### src/verilog/mftc_pkg.sv
// Purpose: shared types and constants of the memory fault and translation-control block
// Assumes: 32-bit effective addresses, architectural bit 0 is the most significant bit
// Notes:   cause bit positions are given as little-endian vector indices
package mftc_pkg;

  typedef enum logic [4:0] {
    OP_NONE, OP_LOAD, OP_STORE, OP_ZERO_BLOCK, OP_LOAD_RESERVE, OP_STORE_COND,
    OP_EXT_IN, OP_EXT_OUT, OP_FP_LOAD, OP_FP_STORE, OP_LOAD_MULT, OP_STORE_MULT,
    OP_LOAD_STR_IMM, OP_LOAD_STR_IDX, OP_STORE_STR_IMM, OP_STORE_STR_IDX,
    OP_TO_SEG, OP_TO_SEG_IND, OP_FROM_SEG, OP_FROM_SEG_IND,
    OP_TO_SPR, OP_FROM_SPR, OP_TLB_INV_ENTRY, OP_TLB_SYNC, OP_TLB_INV_ALL
  } mftc_op_e;

  typedef enum logic [2:0] {
    FLT_NONE, FLT_ALIGN, FLT_DATA_STORAGE, FLT_ILLEGAL, FLT_PRIV
  } mftc_fault_e;

  typedef struct packed {
    logic        valid;
    mftc_op_e    op;
    logic [31:0] ea;
    logic [31:0] src;
    logic [3:0]  seg_idx;
    logic [4:0]  spr_idx;
    logic [31:0] iaddr;
    logic        supervisor;
    logic        xlate_en;
    logic        write_through;
    logic        cache_inhibit;
  } mftc_req_s;

  typedef struct packed {
    logic        valid;
    mftc_fault_e fault;
    logic [31:0] cause;
    logic [31:0] iaddr;
    logic [31:0] rd;
    logic        page_xlate;
  } mftc_rsp_s;

  typedef struct packed {
    logic       valid;
    logic       ibuf;
    logic [5:0] index;
    logic       way;
  } mftc_fill_s;

  // register map, byte addresses
  localparam logic [7:0] ADR_STATUS = 8'h00;
  localparam logic [7:0] ADR_MASK   = 8'h04;
  localparam logic [7:0] ADR_CTRL   = 8'h08;
  localparam logic [7:0] ADR_CAUSE  = 8'h0c;
  localparam logic [7:0] ADR_FADDR  = 8'h10;
  localparam logic [7:0] ADR_STATE  = 8'h14;

  // status / mask bits
  localparam int ST_ALIGN = 0;
  localparam int ST_DSI   = 1;
  localparam int ST_ILL   = 2;
  localparam int ST_PRIV  = 3;
  localparam int ST_SYNC  = 4;
  localparam int ST_W     = 5;

  // control bits
  localparam int CTRL_EXT_EN = 0;
  localparam int CTRL_REV    = 1;

  localparam int CAUSE_DSTORE = 26;
  localparam int CAUSE_EXTDIS = 20;
  localparam int SEG_T_BIT    = 31;
  localparam int EA_IDX_HI    = 17;
  localparam int EA_IDX_LO    = 12;
  localparam int SRC_SEG_HI   = 31;
  localparam int SRC_SEG_LO   = 28;

  localparam int N_SEG   = 16;
  localparam int N_BAT   = 16;
  localparam int N_SETS  = 64;
  localparam int N_WAYS  = 2;
  localparam logic [4:0] SPR_PTB = 5'h10;

  localparam logic [31:0] ZERO32 = 32'h0000_0000;

endpackage

### src/verilog/mftc_top.sv
// Purpose: memory fault classification and translation-control operations for the load/store pipeline
// Assumes: one request per cycle while ready, answer on the following cycle; classic Wishbone config port
// Notes:   table search, block translation and history bits live elsewhere; only valid bits of the buffers
// Notes on behaviour
// [RULE1] zero-block to write-through/inhibited memory faults alignment
// [RULE2] reservation/external ops on direct-store: storage fault, cause 5
// [RULE3] fp access to direct-store: storage fault, cause 5
// [RULE4] external ops with access disabled: cause 11 (code raises it only with translation enabled)
// [RULE5] multiple/string ops in reversed order fault alignment
// [RULE6] translated misaligned word operands fault alignment
// [RULE7] direct-store error exception never produced
// [RULE8] invalidate-all decodes as illegal instruction
// [RULE9] segment moves by immediate or source bits 0-3 (code indexes the indirect move to a segment by address bits 0-3)
// [RULE10] entry invalidate clears four entries, both buffers
// [RULE11] software finishes page accesses before invalidate
// [RULE12] barrier stalls while sync stall input high
// [RULE13] sixteen 32-bit segments, bit 0 selects meaning
// [RULE14] sixteen 32-bit block-translation registers via special moves
// [RULE15] 32-bit page table base via special moves
// [RULE16] translation registers supervisor-only
// [RULE17] segment direct-store bit zero selects paging
// [RULE18] fault type, cause, address reported in one cycle
`timescale 1ns/1ps

module mftc_top
(
  input  wire logic                   clk_i,
  input  wire logic                   rst_i,
  input  wire mftc_pkg::mftc_req_s    req_i,
  output logic                        req_ready_o,
  output mftc_pkg::mftc_rsp_s         rsp_o,
  input  wire mftc_pkg::mftc_fill_s   fill_i,
  input  wire logic                   tlb_sync_stall_i,
  output logic                        stall_o,
  output logic [63:0][1:0]            itlb_valid_o,
  output logic [63:0][1:0]            dtlb_valid_o,
  input  wire logic                   wb_cyc_i,
  input  wire logic                   wb_stb_i,
  input  wire logic                   wb_we_i,
  input  wire logic [7:0]             wb_adr_i,
  input  wire logic [3:0]             wb_sel_i,
  input  wire logic [31:0]            wb_dat_i,
  output logic [31:0]                 wb_dat_o,
  output logic                        wb_ack_o,
  output logic                        irq_o
);

  typedef struct packed {
    logic [15:0][31:0]       seg;
    logic [15:0][31:0]       bat;
    logic [31:0]             ptb;
    logic [63:0][1:0]        itv;
    logic [63:0][1:0]        dtv;
    logic [1:0]              ctrl;
    logic [4:0]              status;
    logic [4:0]              mask;
    logic                    ack;
    logic [31:0]             rdata;
    mftc_pkg::mftc_rsp_s     rsp;
    logic                    sync_pend;
    logic [31:0]             last_cause;
    logic [31:0]             last_faddr;
  } mftc_state_s;

  mftc_state_s s_q;
  mftc_state_s s_d;

  logic        take;
  logic        wb_req;
  logic        rd_status;
  logic        is_ds_class;
  logic        is_word_op;
  logic        is_multi;
  logic        is_ext;
  logic        is_priv_op;
  logic        seg_t;
  logic        ext_en;
  logic        rev_order;
  logic [3:0]  seg_sel;
  logic [5:0]  ea_idx;
  logic [4:0]  events;
  mftc_pkg::mftc_fault_e fault;
  logic [31:0] cause;
  logic [31:0] rd_val;

  // stall only after a barrier has been taken; release follows the input at once
  assign stall_o     = s_q.sync_pend & tlb_sync_stall_i; // [RULE12]
  assign req_ready_o = ~stall_o;
  assign take        = req_i.valid & req_ready_o;
  assign wb_req      = wb_cyc_i & wb_stb_i & ~s_q.ack;
  assign rd_status   = wb_req & ~wb_we_i & (wb_adr_i == mftc_pkg::ADR_STATUS);

  assign ext_en    = s_q.ctrl[mftc_pkg::CTRL_EXT_EN];
  assign rev_order = s_q.ctrl[mftc_pkg::CTRL_REV];
  assign seg_sel   = req_i.ea[mftc_pkg::SRC_SEG_HI:mftc_pkg::SRC_SEG_LO];
  assign seg_t     = s_q.seg[seg_sel][mftc_pkg::SEG_T_BIT];
  assign ea_idx    = req_i.ea[mftc_pkg::EA_IDX_HI:mftc_pkg::EA_IDX_LO];

  always_comb
  begin
    is_ext = (req_i.op == mftc_pkg::OP_EXT_IN) | (req_i.op == mftc_pkg::OP_EXT_OUT);
    is_multi = (req_i.op == mftc_pkg::OP_LOAD_MULT) | (req_i.op == mftc_pkg::OP_STORE_MULT)
             | (req_i.op == mftc_pkg::OP_LOAD_STR_IMM) | (req_i.op == mftc_pkg::OP_LOAD_STR_IDX)
             | (req_i.op == mftc_pkg::OP_STORE_STR_IMM) | (req_i.op == mftc_pkg::OP_STORE_STR_IDX);
    // string ops take byte addresses, so only the word forms join the alignment check
    is_word_op = (req_i.op == mftc_pkg::OP_FP_LOAD) | (req_i.op == mftc_pkg::OP_FP_STORE)
               | (req_i.op == mftc_pkg::OP_LOAD_MULT) | (req_i.op == mftc_pkg::OP_STORE_MULT)
               | (req_i.op == mftc_pkg::OP_LOAD_RESERVE) | (req_i.op == mftc_pkg::OP_STORE_COND) | is_ext;
    is_ds_class = (req_i.op == mftc_pkg::OP_LOAD_RESERVE) | (req_i.op == mftc_pkg::OP_STORE_COND)
                | is_ext | (req_i.op == mftc_pkg::OP_FP_LOAD) | (req_i.op == mftc_pkg::OP_FP_STORE)
                | (req_i.op == mftc_pkg::OP_LOAD) | (req_i.op == mftc_pkg::OP_STORE)
                | (req_i.op == mftc_pkg::OP_ZERO_BLOCK) | is_multi;
    is_priv_op = (req_i.op == mftc_pkg::OP_TO_SEG) | (req_i.op == mftc_pkg::OP_TO_SEG_IND)
               | (req_i.op == mftc_pkg::OP_FROM_SEG) | (req_i.op == mftc_pkg::OP_FROM_SEG_IND)
               | (req_i.op == mftc_pkg::OP_TO_SPR) | (req_i.op == mftc_pkg::OP_FROM_SPR);
  end

  // classification; alignment outranks storage faults, and no direct-store error kind exists
  always_comb
  begin
    fault = mftc_pkg::FLT_NONE;
    cause = mftc_pkg::ZERO32;
    if (req_i.op == mftc_pkg::OP_TLB_INV_ALL)
      fault = mftc_pkg::FLT_ILLEGAL; // [RULE8]
    else if (is_priv_op & ~req_i.supervisor)
      fault = mftc_pkg::FLT_PRIV; // [RULE16]
    else if ((req_i.op == mftc_pkg::OP_ZERO_BLOCK) & (req_i.write_through | req_i.cache_inhibit))
      fault = mftc_pkg::FLT_ALIGN; // [RULE1]
    else if (is_multi & rev_order)
      fault = mftc_pkg::FLT_ALIGN; // [RULE5]
    else if (req_i.xlate_en & is_word_op & (req_i.ea[1:0] != 2'b00))
      fault = mftc_pkg::FLT_ALIGN; // [RULE6]
    else if (req_i.xlate_en & ((is_ext & ~ext_en) | (is_ds_class & seg_t)))
    begin
      fault = mftc_pkg::FLT_DATA_STORAGE; // [RULE7]
      cause[mftc_pkg::CAUSE_EXTDIS] = is_ext & ~ext_en; // [RULE4]
      cause[mftc_pkg::CAUSE_DSTORE] = is_ds_class & seg_t; // [RULE2] [RULE3]
    end
  end

  always_comb
  begin
    rd_val = mftc_pkg::ZERO32;
    unique case (req_i.op)
      mftc_pkg::OP_FROM_SEG:     rd_val = s_q.seg[req_i.seg_idx]; // [RULE9]
      mftc_pkg::OP_FROM_SEG_IND: rd_val = s_q.seg[req_i.src[mftc_pkg::SRC_SEG_HI:mftc_pkg::SRC_SEG_LO]]; // [RULE9]
      mftc_pkg::OP_FROM_SPR:
        if (req_i.spr_idx == mftc_pkg::SPR_PTB)
          rd_val = s_q.ptb; // [RULE15]
        else if (req_i.spr_idx[4] == 1'b0)
          rd_val = s_q.bat[req_i.spr_idx[3:0]]; // [RULE14]
      default:                   rd_val = mftc_pkg::ZERO32;
    endcase
  end

  always_comb
  begin
    events = '0;
    events[mftc_pkg::ST_ALIGN] = take & (fault == mftc_pkg::FLT_ALIGN);
    events[mftc_pkg::ST_DSI]   = take & (fault == mftc_pkg::FLT_DATA_STORAGE);
    events[mftc_pkg::ST_ILL]   = take & (fault == mftc_pkg::FLT_ILLEGAL);
    events[mftc_pkg::ST_PRIV]  = take & (fault == mftc_pkg::FLT_PRIV);
    events[mftc_pkg::ST_SYNC]  = s_q.sync_pend & tlb_sync_stall_i & ~s_q.status[mftc_pkg::ST_SYNC];
  end

  always_comb
  begin
    s_d = s_q;
    s_d.ack = wb_req;
    s_d.rsp.valid = take;
    if (take)
    begin
      // result, cause and faulting address leave together on the next cycle
      s_d.rsp.fault      = fault; // [RULE18]
      s_d.rsp.cause      = cause;
      s_d.rsp.iaddr      = req_i.iaddr;
      s_d.rsp.rd         = (fault == mftc_pkg::FLT_NONE) ? rd_val : mftc_pkg::ZERO32;
      s_d.rsp.page_xlate = req_i.xlate_en & is_ds_class & ~seg_t; // [RULE17] [RULE13]
      if (fault != mftc_pkg::FLT_NONE)
      begin
        s_d.last_cause = cause;
        s_d.last_faddr = req_i.iaddr;
      end
      else
      begin
        unique case (req_i.op)
          mftc_pkg::OP_TO_SEG:     s_d.seg[req_i.seg_idx] = req_i.src; // [RULE9]
          mftc_pkg::OP_TO_SEG_IND: s_d.seg[req_i.ea[mftc_pkg::SRC_SEG_HI:mftc_pkg::SRC_SEG_LO]] = req_i.src;
          mftc_pkg::OP_TO_SPR:
            if (req_i.spr_idx == mftc_pkg::SPR_PTB)
              s_d.ptb = req_i.src; // [RULE15]
            else if (req_i.spr_idx[4] == 1'b0)
              s_d.bat[req_i.spr_idx[3:0]] = req_i.src; // [RULE14]
          mftc_pkg::OP_TLB_INV_ENTRY:
          begin
            // both ways of both buffers at the indexed set; caller has drained the page
            s_d.itv[ea_idx] = 2'b00; // [RULE10] [RULE11]
            s_d.dtv[ea_idx] = 2'b00; // [RULE10]
          end
          mftc_pkg::OP_TLB_SYNC:   s_d.sync_pend = 1'b1; // [RULE12]
          default:                 s_d.sync_pend = s_q.sync_pend;
        endcase
      end
    end
    // a fresh barrier in the releasing cycle must stay pending
    if (s_q.sync_pend & ~tlb_sync_stall_i & ~(take & (req_i.op == mftc_pkg::OP_TLB_SYNC)))
      s_d.sync_pend = 1'b0; // [RULE12]
    // a fill to the very set being invalidated loses; the invalidate is the newer intent
    if (fill_i.valid & ~(take & (req_i.op == mftc_pkg::OP_TLB_INV_ENTRY) & (fill_i.index == ea_idx)))
    begin
      if (fill_i.ibuf)
        s_d.itv[fill_i.index][fill_i.way] = 1'b1;
      else
        s_d.dtv[fill_i.index][fill_i.way] = 1'b1;
    end
    // register port
    s_d.rdata = mftc_pkg::ZERO32;
    if (wb_req & ~wb_we_i)
    begin
      unique case (wb_adr_i)
        mftc_pkg::ADR_STATUS: s_d.rdata = {27'h000_0000, s_q.status};
        mftc_pkg::ADR_MASK:   s_d.rdata = {27'h000_0000, s_q.mask};
        mftc_pkg::ADR_CTRL:   s_d.rdata = {30'h0000_0000, s_q.ctrl};
        mftc_pkg::ADR_CAUSE:  s_d.rdata = s_q.last_cause;
        mftc_pkg::ADR_FADDR:  s_d.rdata = s_q.last_faddr;
        mftc_pkg::ADR_STATE:  s_d.rdata = {30'h0000_0000, stall_o, s_q.sync_pend};
        default:              s_d.rdata = mftc_pkg::ZERO32;
      endcase
    end
    if (wb_req & wb_we_i & wb_sel_i[0])
    begin
      if (wb_adr_i == mftc_pkg::ADR_MASK)
        s_d.mask = wb_dat_i[4:0];
      if (wb_adr_i == mftc_pkg::ADR_CTRL)
        s_d.ctrl = wb_dat_i[1:0];
    end
    // a new event in the reading cycle survives the clear
    s_d.status = (rd_status ? 5'h00 : s_q.status) | events;
  end

  always_ff @(posedge clk_i)
  begin
    if (rst_i)
      s_q <= '0;
    else
      s_q <= s_d;
  end

  assign rsp_o        = s_q.rsp;
  assign itlb_valid_o = s_q.itv;
  assign dtlb_valid_o = s_q.dtv;
  assign wb_dat_o     = s_q.rdata;
  assign wb_ack_o     = s_q.ack;
  assign irq_o        = |(s_q.status & s_q.mask);
endmodule

### config.mk
export PLATFORM = sky130hd
export DESIGN_NAME = mftc_top
export DESIGN_NICKNAME = d
export VERILOG_FILES = /design/src/verilog/mftc_pkg.sv /design/src/verilog/mftc_top.sv
export SDC_FILE = /design/constraint.sdc
export NUM_CORES = 2
export LEC_CHECK = 0
export BUFFER_PORTS_ARGS = -buffer_cell sky130_fd_sc_hd__buf_2
export CORE_ASPECT_RATIO = 0.9
export CORE_UTILIZATION = 48
export DETAILED_ROUTE_END_ITERATION = 7
export PLACE_DENSITY = 0.69
export SLEW_MARGIN = 20
export SYNTH_ARGS = -nofsm -noshare
export SYNTH_HDL_FRONTEND = slang
export SYNTH_SLANG_ARGS = --single-unit
### constraint.sdc
create_clock -name clk_i -period 2.5 [get_ports clk_i]
set_input_delay 0.125 -clock clk_i [delete_from_list [all_inputs] [get_ports clk_i]]
set_output_delay 0.125 -clock clk_i [all_outputs]
set_load 0.01 [all_outputs]
==> metrics.md <==
| Metric | Value |
|---|---|
| Final-report max-slew violation count | 0 |
| Final worst path period share | 97.3% |
| Clock skew after layout | 43.4 ps |
| Most used DFF post-synth | sky130_fd_sc_hd__dfxtp_1 |
| Antenna violations before repair | 18 |
| Total number of H-tree levels | 4 |
| Width of the chip | slightly above 400 um |
| Core box area | 144000 um2 |
| Detailed Place HPWL | 150 mm |
| Cell Area, Synth | 70000 um2 |
| LEAKAGE | 0.0333 uW |
| Pre-CTS setup slack | -483 ps |
| Number of violations reported at the end of detailed-routing iteration 0 | 7073 |
| Worst path cell trace | dlygate4sd3_1 -> buf_4 -> nor4_4 -> dlygate4sd3_1 -> buf_4 -> buf_4 -> nand4_1 -> a21oi_1 |
| Clock-pin slew reported for the worst setup and hold paths after clock tree synthesis | 60 ps |
| Min-Delay Path Class | input pin to flop |
| Startpoint type of the worst setup path | input pin |
| Arrival time of data at the critical path endpoint | 3120 ps |
| Detailed-route wire length | 236 mm |
| Worst hold slack | around 60 ps |
| Largest net degree at the start of global routing | 217 |
| Highest cell delay on the worst timing path | 720 ps |
| Yosys top cell area share | 41.8% |
| Vertical die dimension | 364 um |
| Via density per instance | 6.29 |
| WP data required | between 3000 and 4000 ps |
| Main area contributors after synthesis | sky130_fd_sc_hd__dfxtp_1, sky130_fd_sc_hd__mux4_2, sky130_fd_sc_hd__mux2i_1 |
| Synth area leader | sky130_fd_sc_hd__dfxtp_1 |
| Status | finished with violations |
| Net count of the finished layout | 7413 |
| Sequential cell area fraction in the yosys report | 41.8% |
| Maximum root-to-sink buffer count | 3 |
| Buffer cell driving the clock tree root | sky130_fd_sc_hd__clkbuf_16 |
| DRC errors left | 4 |
| Die Outline Area | 147000 um2 |
| Async set-or-reset flop fraction in the synthesized netlist | 0% |
| Final period demand of the worst path | 2430 ps |
| Count of buffers from port buffering | between 400 and 500 |
| Number of global-route vias before repair | 55781 |
| Slowest cell on the critical path | sky130_fd_sc_hd__dlygate4sd3_1 |
| Number of enable flip-flop cells after synthesis | 0 |
| Relative max-transition margin | 25.2% |
| Wire length per cell after detailed routing | about 25 um |
| Final number of hold-violating endpoints | 0 |
| Syn Inst Count | 7241 |
| Crit end category | flop |
| Layout overhead on the synthesized area | 14.0% |
| Maximum frequency from static timing analysis | slightly above 0.4 GHz |
| Initial DRT Pass Iterations | 8 |
| Cell row count | between 100 and 150 |
| Tightest Pin Transition | 1120 ps |
| Yosys cell types | 81 |
| Power density relative to cell area | 631 nW/um2 |
| Worst ir drop on vdd | around 0.0007 V |
| Global placer's final weighted congestion | 0.912 |
| Overall global routing resource usage | between 30% and 40% |
| Remaining Overflow, GRT | 0 |
| Initial Utilization | 48.5% |
| CTS sink cnt | 1463 |
| TritonCTS buffer count | 152 |
| Final standard cell utilization of the core | 55.3% |
| Antenna Violating Nets Remaining | 0 |
| Largest fanout on the critical path | 29 |
| Cell repeated most along the worst path | sky130_fd_sc_hd__buf_4 |
| Global-route wire length before repair | between 300 and 400 mm |
| Type of the worst setup path | input pin to flop |
| Violated checks | design-rule violations |
| Clock network latency to the later pin of the worst-skew pair | between 700 and 800 ps |
| Fraction of final layout cells with drive strength greater than 1 | 21.7% |
| Via count | 58510 |
| Yosys synthesis warning count | 0 |
| Mean post-synth cell area | 9.67 um2 |
| Post-synthesis register bit count | around 1500 |
| Final critical-path setup slack | ~66 ps |
| Final setup fails | 0 |
| I/O pin count | around 570 |
| TritonCTS clock tree | yes |
| Max-Cap Viols | 0 |
## registers in the layout (all words and copies together), names as in the netlist
register,count
dtlb_valid_o,128
s_q,1101
rsp_o,71
wb_ack_o,1
ext_en,1
rev_order,1
wb_dat_o,32
itlb_valid_o,128
## area by class of cell
| class | instances | area [um2] |
|---|---|---|
| well taps | 1943 | 2430 |
| clock inverters | 50 | 689 |
| fillers | 12331 | 64500 |
| repair buffers | 952 | 7790 |
| flip-flops and latches | 1463 | 29300 |
| inverters | 53 | 206 |
| diodes | 6 | 15.0 |
| multi-input cells | 4617 | 34900 |
| clock buffers | 224 | 4510 |
## critical path: cells and delay by family
| family | cells | cell delay, ps |
|---|---|---|
| buffers and inverters | 5 | 2060 |
| AND/OR/NAND/NOR | 2 | 700 |
| AO/OA/AOI/OAI | 1 | 210 |
## timing repair
item                                     CTS  global route
cloned                                     0             4
pin swaps                                  2             8
hold buffers                             121             0
endpoints found under the setup margin     1            56
gates resized for setup                    1            11
hold endpoints to repair                1025             0
buffers inserted                           0             3
## Yosys cell counts (25+ instances only)
master and instances:
sky130_fd_sc_hd__a21oi_1 682, sky130_fd_sc_hd__a222oi_1 32, sky130_fd_sc_hd__a22o_1 29, sky130_fd_sc_hd__and2_1 31, sky130_fd_sc_hd__buf_1 64, sky130_fd_sc_hd__buf_2 106, sky130_fd_sc_hd__buf_4 431, sky130_fd_sc_hd__clkbuf_1 529
sky130_fd_sc_hd__dfxtp_1 1463, sky130_fd_sc_hd__inv_1 52, sky130_fd_sc_hd__mux2_2 35, sky130_fd_sc_hd__mux2i_1 817, sky130_fd_sc_hd__mux4_2 384, sky130_fd_sc_hd__nand2_1 386, sky130_fd_sc_hd__nand3_1 443, sky130_fd_sc_hd__nand4_1 46
sky130_fd_sc_hd__nor2_1 730, sky130_fd_sc_hd__nor3_1 143, sky130_fd_sc_hd__o21ai_0 460, sky130_fd_sc_hd__o21ai_1 25, sky130_fd_sc_hd__o221ai_1 30, sky130_fd_sc_hd__o22ai_1 60, sky130_fd_sc_hd__o41ai_4 25
## power breakdown
group | internal, uW | switching [uW] | total, uW
Clock | 13700 | 9970 | 23700
Sequential | 23400 | 50.2 | 23400
Combinational | 1050 | 2220 | 3270
Total | 38200 | 12200 | 50400
## kinds of logic (layout without fill, tap and decap cells)
group	Yosys count	after routing	synth area share [%]
xor+xnor	7	7	0.0875
flops	1463	1463	41.8
simple gates	1915	1916	12.4
mux	1236	1236	24.6
buf+inv	1191	1279	8.98
other cells	1	36	0.00535
compound gates	1428	1428	12.1
## stage by stage
stage               instances  total power, uW  instance area (um2)  setup TNS, ps
CTS                      9294            50500                79600              0
finish                   9308            50400                79800              0
global placement         8899            27000                73200           -725
detailed placement       8899            27000                73200           -899
global route             9304            51700                79800          -16.3
floorplan                7270            25900                70200              0
## layer usage
| layer | GRT usage [%] | vias up | wire length, um |
|---|---|---|---|
| met5 | 0 | - | 91 |
| met4 | 14.1 | 16 | 10900 |
| met3 | 7.73 | 691 | 26000 |
| met2 | 49.0 | 3374 | 108000 |
| met1 | 39.0 | 28870 | 91300 |
| li1 | - | 25559 | - |
## final timing paths
check | start | to | slack (ps) | cells after the start
setup / recovery | req_i[36] | s_q[514] | 70 | 8
hold / removal | req_i[107] | rsp_o[91] | 60 | 5
setup reg to reg | s_q[64] | itlb_valid_o[122] | 80 | 7
hold reg to reg | itlb_valid_o[114] | itlb_valid_o[114] | 450 | 2
## placed cells by master, fill, tap and decap left out, drive strengths merged, types with 7 or more instances in the layout
cell / count
or2: 10
mux2i: 817
a222oi: 32
clkbuf: 227
nand3: 443
nand3b: 11
o221ai: 30
a211oi: 10
inv: 59
nand2b: 7
buf: 828
o41ai: 32
and3: 21
bufinv: 11
nand4: 52
nor3: 147
and2: 32
dlygate4sd3: 121
o2111ai: 10
mux2: 35
a22oi: 9
clkinv: 30
o22ai: 60
conb: 30
nor2b: 18
nor4: 13
a22o: 29
nor3b: 9
a31oi: 15
a21oi: 682
dfxtp: 1463
a32o: 8
or3: 10
nor2: 731
nand2: 386
o21ai: 485
mux4: 384
Power figures use the tool's default switching activity.
